<file path="src/rtl/srs_consts.svh">
// Constants for the sleep, reset and start-up sequencer.
// Assumes inclusion by the sequencer module and the testbench only.
`ifndef SRS_CONSTS_SVH
`define SRS_CONSTS_SVH
`define SRS_CLK_PERIOD_NS 40
`define SRS_RST_MIN_NS 50
`define SRS_RST_CYC ((`SRS_RST_MIN_NS + `SRS_CLK_PERIOD_NS - 1) / `SRS_CLK_PERIOD_NS)
`define SRS_WAKE_HOLD_CYC 4
`define SRS_LEVEL_WD_CYC 2
`define SRS_CK_1K 17'h00400
`define SRS_CK_16K 17'h04000
`define SRS_CK_32K 17'h08000
`define SRS_CK_6 17'h00006
`define SRS_WD_1K 17'h00400
`define SRS_WD_16K 17'h04000
`define SRS_CLOCK_SELECT_CODE_RESET 4'h2
`define SRS_REG_CTRL 32'h00000000
`define SRS_REG_CFG 32'h00000004
`define SRS_REG_STAT 32'h00000008
`define SRS_BIT_SE 5
`define SRS_BIT_SM 4
`define SRS_BIT_WATCHDOG_RESET_FLAG 3
`define SRS_BIT_PIN_RESET_FLAG 1
`define SRS_BIT_POWERUP_RESET_FLAG 0
`define SRS_RESP_OKAY 2'h0
`define SRS_RESP_SLVERR 2'h2
`endif

</file>
<file path="src/rtl/srs_pkg.sv">
// Types for the sleep, reset and start-up sequencer.
// Assumes the constants header lies beside it.
package srs_pkg;
	typedef enum logic [5:0] {
		ST_RESET = 6'h01,
		ST_RT = 6'h02,
		ST_CK = 6'h04,
		ST_RUN = 6'h08,
		ST_SLEEP = 6'h10,
		ST_WAKE = 6'h20
	} srs_state_type;

	typedef struct packed {
		logic awvalid;
		logic [31:0] awaddr;
		logic wvalid;
		logic [31:0] wdata;
		logic [3:0] wstrb;
		logic bready;
		logic arvalid;
		logic [31:0] araddr;
		logic rready;
	} srs_axi_req_type;

	typedef struct packed {
		logic awready;
		logic wready;
		logic bvalid;
		logic [1:0] bresp;
		logic arready;
		logic rvalid;
		logic [31:0] rdata;
		logic [1:0] rresp;
	} srs_axi_rsp_type;

	typedef struct packed {
		srs_state_type st;
		logic [16:0] cnt;
		logic [1:0] wd_seen;
		logic [2:0] rst_s;
		logic [2:0] lvl_s;
		logic [2:0] wdo_s;
		logic [2:0] wdt_s;
		logic wdt_q;
		logic [1:0] rst_low;
		logic [2:0] hold;
		logic pdown;
		logic lvl_ok;
		logic se;
		logic sm;
		logic watchdog_reset_flag;
		logic pin_reset_flag;
		logic powerup_reset_flag;
		logic [3:0] clock_select_code;
		logic core_rst;
		logic core_halt;
		logic osc_en;
		logic irq_wake;
		logic aw_done;
		logic w_done;
		logic [31:0] aw_addr;
		logic [31:0] w_data;
		logic [3:0] w_strb;
		srs_axi_rsp_type axi;
	} srs_state_all_type;
endpackage

</file>
<file path="src/rtl/srs_sequencer.sv">
// Sleep entry, wake-up, reset source tracking and start-up delay sequencer.
// Assumes a core that pulses sleep_instr, a watchdog oscillator tick and an AXI4-Lite master.
`timescale 1ns/1ps
`include "srs_consts.svh"

// Overview of operation
// - Sleep happens only on sleep instruction with sleep enable bit set.
// - Idle sleep halts only the core; any enabled interrupt or watchdog wakes.
// - Power-down sleep stops the main oscillator; level inputs and watchdog stay.
// - Power-down wakes only on supply reset, pin reset, watchdog reset, or level wake.
// - Interrupt wake holds the core four cycles, then resumes with state kept.
// - Any reset during sleep wakes the device into the reset vector.
// - Level wake needs two watchdog cycles, or the wake period if shorter.
// - Level lost before wake period ends: wake but skip the interrupt.
// - Leaving power-down waits only the clock-count part of start-up.
// - Reset pin low beyond 50 ns resets; shorter pulses may be ignored (code resets only after three synchronised low cycles, 120 ns).
// - Any reset clears sleep enable and mode bits and restarts execution from address zero; clock-select code is kept.
// - Start-up delay follows clock-select code: clock count plus optional real time.
// - Real-time part counts 1K or 16K watchdog oscillator cycles.
// - Clock-select code resets to internal RC with 67 ms plus 6 clocks.
// - After power-on release a delay counter holds reset for the time-out.
// - Supply below detection level reasserts reset at once, no counting.
// - After reset pin rises, the full time-out runs before core start.
// - Watchdog time-out resets for as long as it stays high once synchronised; time-out starts on its fall.
// - Sleep enable is bit 5, sleep mode select bit 4 of control register.
// - Each reset source sets its own flag; write zero clears; power-on clears others.
module srs_sequencer (
	// Clock and reset
	input wire logic aclk,
	input wire logic aresetn,
	// Register bus
	input wire srs_pkg::srs_axi_req_type axi_req,
	output srs_pkg::srs_axi_rsp_type axi_rsp,
	// Supply, pin and watchdog sources
	input wire logic supply_ok,
	input wire logic reset_pin_n,
	input wire logic wd_osc,
	input wire logic wd_timeout,
	// Core side
	input wire logic sleep_instr,
	input wire logic irq_pending,
	input wire logic level_wake_n,
	output logic core_reset,
	output logic core_halt,
	output logic osc_enable,
	output logic wake_irq
);
	import srs_pkg::*;

	srs_state_all_type s_r, s_nxt;

	function automatic logic [16:0] ck_part(input logic [3:0] code);
		case (code)
			4'hf, 4'he, 4'hd, 4'h9: ck_part = `SRS_CK_1K;
			4'hc, 4'hb, 4'ha: ck_part = `SRS_CK_16K;
			4'h8: ck_part = `SRS_CK_32K;
			default: ck_part = `SRS_CK_6;
		endcase
	endfunction

	function automatic logic [16:0] rt_part(input logic [3:0] code);
		case (code)
			4'he, 4'hb, 4'h6, 4'h3, 4'h0: rt_part = `SRS_WD_1K;
			4'hd, 4'ha, 4'h9, 4'h8, 4'h5, 4'h2: rt_part = `SRS_WD_16K;
			default: rt_part = 17'h00000;
		endcase
	endfunction

	logic rst_low_now, wd_tick, wdt_fall, any_rst, lvl_active;

	always_comb begin
		s_nxt = s_r;
		// Three-stage synchronisers; for pin, level and time-out the second and third must agree
		s_nxt.rst_s = {s_r.rst_s[1:0], reset_pin_n};
		s_nxt.lvl_s = {s_r.lvl_s[1:0], level_wake_n};
		s_nxt.wdo_s = {s_r.wdo_s[1:0], wd_osc};
		s_nxt.wdt_s = {s_r.wdt_s[1:0], wd_timeout};
		rst_low_now = (s_r.rst_s[2:1] == 2'b00);
		lvl_active = (s_r.lvl_s[2:1] == 2'b00);
		wd_tick = (s_r.wdo_s[2:1] == 2'b11) && !s_r.wdo_s[2] ? 1'b0 :
			(s_r.wdo_s[1] && !s_r.wdo_s[2]);
		// Time-out seen high, held until the synchronised level agrees low
		s_nxt.wdt_q = (s_r.wdt_s[2:1] == 2'b11) || (s_r.wdt_q && s_r.wdt_s[2:1] != 2'b00);
		wdt_fall = s_r.wdt_q && (s_r.wdt_s[2:1] == 2'b00);
		// Pin filter: low must persist beyond the minimum width
		if (rst_low_now && s_r.rst_low != 2'(`SRS_RST_CYC))
			s_nxt.rst_low = s_r.rst_low + 2'h1;
		else if (!rst_low_now)
			s_nxt.rst_low = 2'h0;
		any_rst = 1'b0;
		s_nxt.irq_wake = 1'b0;
		// Bus slave
		s_nxt.axi.bvalid = s_r.axi.bvalid && !axi_req.bready;
		s_nxt.axi.rvalid = s_r.axi.rvalid && !axi_req.rready;
		s_nxt.axi.awready = !s_r.aw_done && !s_r.axi.bvalid;
		s_nxt.axi.wready = !s_r.w_done && !s_r.axi.bvalid;
		s_nxt.axi.arready = !s_r.axi.rvalid && !s_r.axi.arready;
		if (axi_req.awvalid && s_r.axi.awready) begin
			s_nxt.aw_done = 1'b1;
			s_nxt.aw_addr = axi_req.awaddr;
			s_nxt.axi.awready = 1'b0;
		end
		if (axi_req.wvalid && s_r.axi.wready) begin
			s_nxt.w_done = 1'b1;
			s_nxt.w_data = axi_req.wdata;
			s_nxt.w_strb = axi_req.wstrb;
			s_nxt.axi.wready = 1'b0;
		end
		if (s_r.aw_done && s_r.w_done) begin
			s_nxt.aw_done = 1'b0;
			s_nxt.w_done = 1'b0;
			s_nxt.axi.bvalid = 1'b1;
			s_nxt.axi.bresp = `SRS_RESP_OKAY;
			if (s_r.aw_addr == `SRS_REG_CTRL) begin
				if (s_r.w_strb[0]) begin
					s_nxt.se = s_r.w_data[`SRS_BIT_SE];
					s_nxt.sm = s_r.w_data[`SRS_BIT_SM];
					// Writing zero clears a flag; set wins below
					s_nxt.watchdog_reset_flag = s_r.watchdog_reset_flag & s_r.w_data[`SRS_BIT_WATCHDOG_RESET_FLAG];
					s_nxt.pin_reset_flag = s_r.pin_reset_flag & s_r.w_data[`SRS_BIT_PIN_RESET_FLAG];
					s_nxt.powerup_reset_flag = s_r.powerup_reset_flag & s_r.w_data[`SRS_BIT_POWERUP_RESET_FLAG];
				end
			end else if (s_r.aw_addr == `SRS_REG_CFG) begin
				if (s_r.w_strb[0])
					s_nxt.clock_select_code = s_r.w_data[3:0];
			end else if (s_r.aw_addr != `SRS_REG_STAT) begin
				s_nxt.axi.bresp = `SRS_RESP_SLVERR;
			end
		end
		if (axi_req.arvalid && s_r.axi.arready) begin
			s_nxt.axi.arready = 1'b0;
			s_nxt.axi.rvalid = 1'b1;
			s_nxt.axi.rresp = `SRS_RESP_OKAY;
			s_nxt.axi.rdata = 32'h00000000;
			case (axi_req.araddr)
				`SRS_REG_CTRL: begin
					s_nxt.axi.rdata[`SRS_BIT_SE] = s_r.se;
					s_nxt.axi.rdata[`SRS_BIT_SM] = s_r.sm;
					s_nxt.axi.rdata[`SRS_BIT_WATCHDOG_RESET_FLAG] = s_r.watchdog_reset_flag;
					s_nxt.axi.rdata[`SRS_BIT_PIN_RESET_FLAG] = s_r.pin_reset_flag;
					s_nxt.axi.rdata[`SRS_BIT_POWERUP_RESET_FLAG] = s_r.powerup_reset_flag;
				end
				`SRS_REG_CFG: s_nxt.axi.rdata[3:0] = s_r.clock_select_code;
				`SRS_REG_STAT: s_nxt.axi.rdata[5:0] = s_r.st;
				default: s_nxt.axi.rresp = `SRS_RESP_SLVERR;
			endcase
		end
		// Reset sources, highest priority
		if (!supply_ok) begin
			// Immediate, no counting while supply is low
			s_nxt.powerup_reset_flag = 1'b1;
			s_nxt.watchdog_reset_flag = 1'b0;
			s_nxt.pin_reset_flag = 1'b0;
			any_rst = 1'b1;
		end else if (rst_low_now && s_r.rst_low == 2'(`SRS_RST_CYC)) begin
			s_nxt.pin_reset_flag = 1'b1;
			any_rst = 1'b1;
		end else if (s_nxt.wdt_q) begin
			s_nxt.watchdog_reset_flag = 1'b1;
			any_rst = 1'b1;
		end
		if (any_rst) begin
			// Sleep enable and mode bits return to initial values, execution from zero
			s_nxt.st = ST_RESET;
			s_nxt.se = 1'b0;
			s_nxt.sm = 1'b0;
			s_nxt.core_rst = 1'b1;
			s_nxt.core_halt = 1'b0;
			s_nxt.osc_en = 1'b1;
			s_nxt.pdown = 1'b0;
			s_nxt.cnt = 17'h00000;
		end else begin
			case (s_r.st)
				ST_RESET: begin
					// Wait for the release of every source, then time out
					if (!rst_low_now && !s_r.wdt_q) begin
						s_nxt.cnt = rt_part(s_r.clock_select_code);
						s_nxt.st = (rt_part(s_r.clock_select_code) == 17'h00000) ? ST_CK : ST_RT;
						if (rt_part(s_r.clock_select_code) == 17'h00000)
							s_nxt.cnt = ck_part(s_r.clock_select_code);
					end
				end
				ST_RT: begin
					if (wd_tick) begin
						s_nxt.cnt = s_r.cnt - 17'h00001;
						if (s_r.cnt == 17'h00001) begin
							s_nxt.cnt = ck_part(s_r.clock_select_code);
							s_nxt.st = ST_CK;
						end
					end
				end
				ST_CK: begin
					s_nxt.cnt = s_r.cnt - 17'h00001;
					if (s_r.pdown && wd_tick && s_r.wd_seen != 2'h3)
						s_nxt.wd_seen = s_r.wd_seen + 2'h1;
					if (s_r.pdown && !lvl_active)
						s_nxt.lvl_ok = 1'b0;
					if (s_r.cnt == 17'h00001) begin
						s_nxt.st = ST_RUN;
						s_nxt.core_rst = 1'b0;
						if (s_r.pdown) begin
							// Held two watchdog ticks, or the whole shorter period
							s_nxt.core_halt = 1'b1;
							s_nxt.hold = 3'(`SRS_WAKE_HOLD_CYC);
							s_nxt.st = ST_WAKE;
							s_nxt.irq_wake = s_r.lvl_ok && lvl_active;
							s_nxt.pdown = 1'b0;
						end
					end
					if (s_r.pdown && s_r.lvl_ok && lvl_active
						&& s_r.wd_seen >= 2'(`SRS_LEVEL_WD_CYC)) begin
						s_nxt.irq_wake = 1'b1;
						s_nxt.core_halt = 1'b1;
						s_nxt.hold = 3'(`SRS_WAKE_HOLD_CYC);
						s_nxt.st = ST_WAKE;
						s_nxt.pdown = 1'b0;
					end
				end
				ST_RUN: begin
					if (sleep_instr && s_r.se) begin
						s_nxt.st = ST_SLEEP;
						s_nxt.core_halt = 1'b1;
						s_nxt.osc_en = !s_r.sm;
						s_nxt.pdown = s_r.sm;
					end
				end
				ST_SLEEP: begin
					if (s_r.pdown) begin
						// Only a level wake, or a reset above, ends power-down
						if (lvl_active) begin
							s_nxt.osc_en = 1'b1;
							s_nxt.cnt = ck_part(s_r.clock_select_code);
							s_nxt.wd_seen = 2'h0;
							s_nxt.lvl_ok = 1'b1;
							s_nxt.st = ST_CK;
						end
					end else if (irq_pending) begin
						s_nxt.hold = 3'(`SRS_WAKE_HOLD_CYC);
						s_nxt.irq_wake = 1'b1;
						s_nxt.st = ST_WAKE;
					end
				end
				ST_WAKE: begin
					s_nxt.hold = s_r.hold - 3'h1;
					if (s_r.hold == 3'h1) begin
						s_nxt.core_halt = 1'b0;
						s_nxt.st = ST_RUN;
					end
				end
				default: s_nxt.st = ST_RESET;
			endcase
		end
		if (wdt_fall)
			s_nxt.st = ST_RESET;
	end

	always_ff @(posedge aclk) begin
		if (!aresetn) begin
			s_r <= '0;
			s_r.st <= ST_RESET;
			s_r.rst_s <= 3'h7;
			s_r.lvl_s <= 3'h7;
			s_r.powerup_reset_flag <= 1'b1;
			s_r.clock_select_code <= `SRS_CLOCK_SELECT_CODE_RESET;
			s_r.core_rst <= 1'b1;
			s_r.osc_en <= 1'b1;
		end else begin
			s_r <= s_nxt;
		end
	end

	assign axi_rsp = s_r.axi;
	assign core_reset = s_r.core_rst;
	assign core_halt = s_r.core_halt;
	assign osc_enable = s_r.osc_en;
	assign wake_irq = s_r.irq_wake;

	logic powerup_reset_flag_chk;
	assign powerup_reset_flag_chk = s_r.powerup_reset_flag;

	chk_sleep_needs_enable: assert property (@(posedge aclk) disable iff (!aresetn)
		(s_r.st == ST_RUN && sleep_instr && !s_r.se && !any_rst && !wdt_fall)
		|=> s_r.st == ST_RUN)
		else $error("Sleep entered without enable");
	chk_pdown_osc_off: assert property (@(posedge aclk) disable iff (!aresetn)
		(s_r.st == ST_SLEEP && s_r.pdown) |-> !osc_enable)
		else $error("Oscillator running in power-down");
	chk_wake_hold_four: assert property (@(posedge aclk) disable iff (!aresetn)
		(s_r.st != ST_WAKE ##1 s_r.st == ST_WAKE) |-> core_halt [*4] ##1 !core_halt)
		else $error("Wake hold not four cycles");
	chk_supply_reset: assert property (@(posedge aclk) disable iff (!aresetn)
		!supply_ok |=> core_reset && powerup_reset_flag_chk)
		else $error("Supply loss did not reset");
	chk_idle_osc_on: assert property (@(posedge aclk) disable iff (!aresetn)
		(s_r.st == ST_SLEEP && !s_r.pdown) |-> osc_enable)
		else $error("Idle stopped the oscillator");
	chk_reset_held: assert property (@(posedge aclk) disable iff (!aresetn)
		(s_r.st == ST_RESET || s_r.st == ST_RT) |-> core_reset)
		else $error("Core released during time-out");
	chk_reset_vector: assert property (@(posedge aclk) disable iff (!aresetn)
		(s_r.st == ST_SLEEP && !supply_ok) |=> s_r.st == ST_RESET && core_reset)
		else $error("Reset in sleep did not restart");
	chk_pdown_ck_only: assert property (@(posedge aclk) disable iff (!aresetn)
		(s_r.st == ST_SLEEP && s_r.pdown && lvl_active && !any_rst && !wdt_fall)
		|=> s_r.st == ST_CK)
		else $error("Power-down wake used real-time part");
endmodule

</file>
<file path="config.mk">
export PLATFORM = sky130hd
export DESIGN_NAME = srs_sequencer
export DESIGN_NICKNAME = d
export VERILOG_FILES = /design/src/rtl/srs_pkg.sv /design/src/rtl/srs_sequencer.sv
export VERILOG_INCLUDE_DIRS = /design/src /design/src/rtl
export SDC_FILE = /design/constraint.sdc
export NUM_CORES = 1
export LEC_CHECK = 0
export ABC_AREA = 1
export BUFFER_PORTS_ARGS = -buffer_cell sky130_fd_sc_hd__buf_2
export CAP_MARGIN = 20
export CORE_AREA = 2 2 133 135
export DETAILED_ROUTE_END_ITERATION = 10
export DIE_AREA = 0 0 135 137
export SETUP_SLACK_MARGIN = 0.4
export SLEW_MARGIN = 20
export SYNTH_ARGS = -nofsm -noshare
export SYNTH_HDL_FRONTEND = slang
export SYNTH_SLANG_ARGS = --single-unit
</file>
<file path="constraint.sdc">
create_clock -name aclk -period 2.3 [get_ports aclk]
set_input_delay 0.115 -clock aclk [delete_from_list [all_inputs] [get_ports aclk]]
set_output_delay 0.115 -clock aclk [all_outputs]
set_load 0.005 [all_outputs]
</file>
==> impl_metrics.py <==
metrics = {
    "setup_path": {
        "criticalPathCategory": "reg2reg",
        "cp_top_family": "simple AND/OR/NAND/NOR gates",
        "slowest_stage": "dfxtp_2",
        "critPathMaxFanout": 4,
        "reg2reg_depth": 13,
        "path_common_cell": "nor2_4",
        "arrival_ns": 2.11,
        "crit_buf_inv": 1,
        "start_kind": "register",
        "max_stage_delay_ns": 0.32,
        "path_cells": "nor2_2 -> nand2_1 -> nor2_4 -> nand2_2 -> nor2_4 -> nand3_2 -> nand2_2 -> nor2_4 -> ha_1 -> inv_1 -> nand4_1 -> nand3_1 -> nand2_1",
        "crit_path_end_kind": "register",
        "required_ns": 2.60,
        "crit_cells": 13,
    },
    "grt": {
        "overflow": 0,
        "antenna_found_initial": 0,
        "grt_pass1_vias": 5135,
        "grt_max_degree": 45,
        "grt.total_usage": 0.1535,
        "grt_pass1_wl_um": 22860,
    },
    "yosys": {
        "ys.flop_type": "dfxtp_1",
        "synth_area_leader_cell": "dfxtp_1",
        "synth_edf_count": 0,
        "yosys_warnings": 0,
        "ys_seq_area_frac": 0.4045,
        "synthTopCellsByArea": "dfxtp_1 40%, nor2_1 13%, nand2_1 9.4%",
        "synthTopCellsByCount": "195 x nor2_1, 146 x nand2_1, 118 x dfxtp_1, 92 x inv_1, 78 x o21ai_0",
        "syn_avg_cell_area_um2": 6.790,
        "yosys.cell_count.top_type": "nor2_1",
        "netlist_instances": 860,
        "ys_types": 40,
        "async_flop_share": 0,
        "synth_top_area_frac": 0.4045,
        "synth_seq_cells": 118,
        "netlist_area_mm2": 0.005839,
    },
    "layout": {
        "final_nets": 1143,
        "final_area_mm2": 0.007841,
        "instances_no_fill": 1256,
        "syn_to_final_growth_pct": 34.28,
        "diodes": 0,
        "drive_gt1_frac": 0.2386,
    },
    "power_and_ir_drop": {
        "finalPower_mw": 5.741,
        "leakage_nw": 3.603,
        "power.share.switching": 0.2502,
        "p_comb_frac": 0.134,
        "switchingPower_mw": 1.436,
        "clock_power_share": 0.482,
        "p_int_mw": 4.305,
        "vdd_drop_max_uv": 610.4,
        "power_frac_seq": 0.384,
        "power_density_mw_per_mm2": 732.1,
    },
    "clock_network": {
        "h-tree-depth": 4,
        "clock_sinks": 118,
        "numCtsBuffers": 17,
        "clk_path_buf_depth": 2,
        "clk_latency_ns": 0.42,
        "cts.clk_slew.worst_paths_ns": 0.05,
        "clockRootBuffer": "clkbuf_16",
        "cts_tree": "built",
    },
    "sta": {
        "fin_ws_ns": 0.4878,
        "period_minus_slack_ns": 1.812,
        "tightest_slew_ns": 0.9423,
        "setup_viol": 0,
        "fin_worst_skew_ns": 0.01235,
        "period_share": 0.7879,
        "timing.slew.headroom": 0.3711,
        "rsz0062_at_grt": "true",
        "hold_violations": 0,
        "drv_slew": 0,
        "fmax_ghz": 0.5518,
        "fin_setup_tns_ns": 0,
    },
    "drt": {
        "viasPerCell": 4.479,
        "firstDrtPassIters": 4,
        "vias": 5626,
        "antenna_left": 0,
        "drt_iter0_markers": 269,
        "drc": 0,
        "drt-wirelength-per-cell_um": 11.31,
        "wl_um": 14210,
    },
    "floorplan": {
        "coreArea_mm2": 0.01706,
        "std_cell_rows": 48,
        "die_w_um": 135,
        "io_pins": 159,
        "die_height_um": 137,
        "start_util": 0.3424,
        "fp.dieArea_mm2": 0.01850,
    },
    "min_path": {
        "hold_depth": 3,
        "hold_path.class": "in2reg",
    },
    "placed_design": {
        "place_inst": 1167,
        "dp_hpwl_um": 9938,
        "gp_congestion": 0.8375,
        "pre_cts_slack_ns": 0.2718,
        "portBuffers": 101,
        "placed_area_mm2": 0.006426,
    },
    "run_status": {
        "status": "finished clean",
    },
    "run": {
        "cap_violations": 0,
    },
}
[metrics by stage]
stage | util | hold WS, ns
after detailed placement | 0.3768 | 0.3035
after CTS | 0.4412 | 0.009409
after global placement | 0.3768 | 0.3009
final | 0.4597 | 0.01959
after global routing | 0.4597 | 0.05253
after floorplan | - | 0.1997
[layout make-up]
type,instances,area (um2)
Fill cell,1700,9215
Multi-Input combinational cell,614,3042
Sequential cell,118,2371
Timing Repair Buffer,172,1162
Clock buffer,19,442.9
Inverter,95,361.6
Tap cell,225,281.5
Clock inverter,13,180.2
[placed cells by master (no fill, tap or decap), types with 3 or more instances in the layout]
cell type	count
o21ai_0	75
nor2_2	21
nor3_1	16
o21ai_1	4
nand2_2	13
nand2_1	134
nor2_1	172
clkbuf_16	17
inv_2	10
buf_2	101
ha_1	8
bufinv_16	4
dfxtp_1	111
nand3_2	8
dfxtp_2	7
clkinv_2	4
nand3_1	40
dlygate4sd3_1	45
buf_4	24
or2_2	7
nand4_1	8
nor2_4	7
clkinvlp_4	3
a21oi_1	40
conb_1	28
inv_1	82
nand3b_1	4
[worst min-delay path: stages]
cell and delay [ns]:
buf_2 0.08, o21ai_0 0.09, a21oi_1 0.11
[final timing paths]
kind,from,endpoint,slack [ns]
setup / recovery,s_r[86]$_SDFFE_PN0P_,register,0.49
hold / removal,axi_req[42],s_r[48]$_SDFFE_PN0P_,0.02
setup reg to reg,s_r[86]$_SDFFE_PN0P_,register,0.49
hold reg to reg,s_nxt[136]$_SDFF_PN0_,s_nxt[137]$_SDFF_PN0_,0.41
[per-layer routing]
layer | global-route usage | share of wire | up-vias
met5 | 0 | 0 | -
met4 | 0.04861 | 0.015 | 0
met3 | 0.04296 | 0.034 | 16
met2 | 0.2634 | 0.49 | 105
met1 | 0.1866 | 0.47 | 2520
li1 | - | - | 2985
[flip-flops by register name (all words and copies together) (netlist names), named ones only]
signal	cells
powerup_reset_flag_chk	1
axi_rsp	13
s_r	86
core_halt	1
wake_irq	1
osc_enable	1
core_reset	1
s_nxt	8
[power groups by stage]
stage | combinational (mW) | clock [mW] | sequential (mW)
finish | 0.768 | 2.77 | 2.20
global route | 0.875 | 2.91 | 2.22
CTS | 0.702 | 2.81 | 2.20
detailed placement | 0.633 | 0 | 2.24
global placement | 0.625 | 0 | 2.24
floorplan | 0.504 | 0 | 2.23
[what timing repair did]
action,CTS,global route
endpoints found under the hold margin,47,0
setup buffers,0,12
resized for setup,7,78
pin swaps,0,29
setup endpoints to repair,14,32
gates cloned,0,0
hold buffers,45,0
[cell families (layout without fill, tap and decap cells)]
| logic type | count (synthesis) | count (layout) | synth area share |
|---|---|---|---|
| AND/OR/NAND/NOR | 439 | 439 | 0.3178 |
| buffers and inverters | 155 | 299 | 0.1307 |
| AO/OA/AOI/OAI | 134 | 134 | 0.1198 |
| flip-flops | 118 | 118 | 0.4045 |
| adder cells (fa/ha/maj) | 11 | 11 | 0.02357 |
| XOR/XNOR | 2 | 2 | 0.003000 |
| other | 1 | 28 | 0.0006422 |
(Power assumes the default switching activity.)
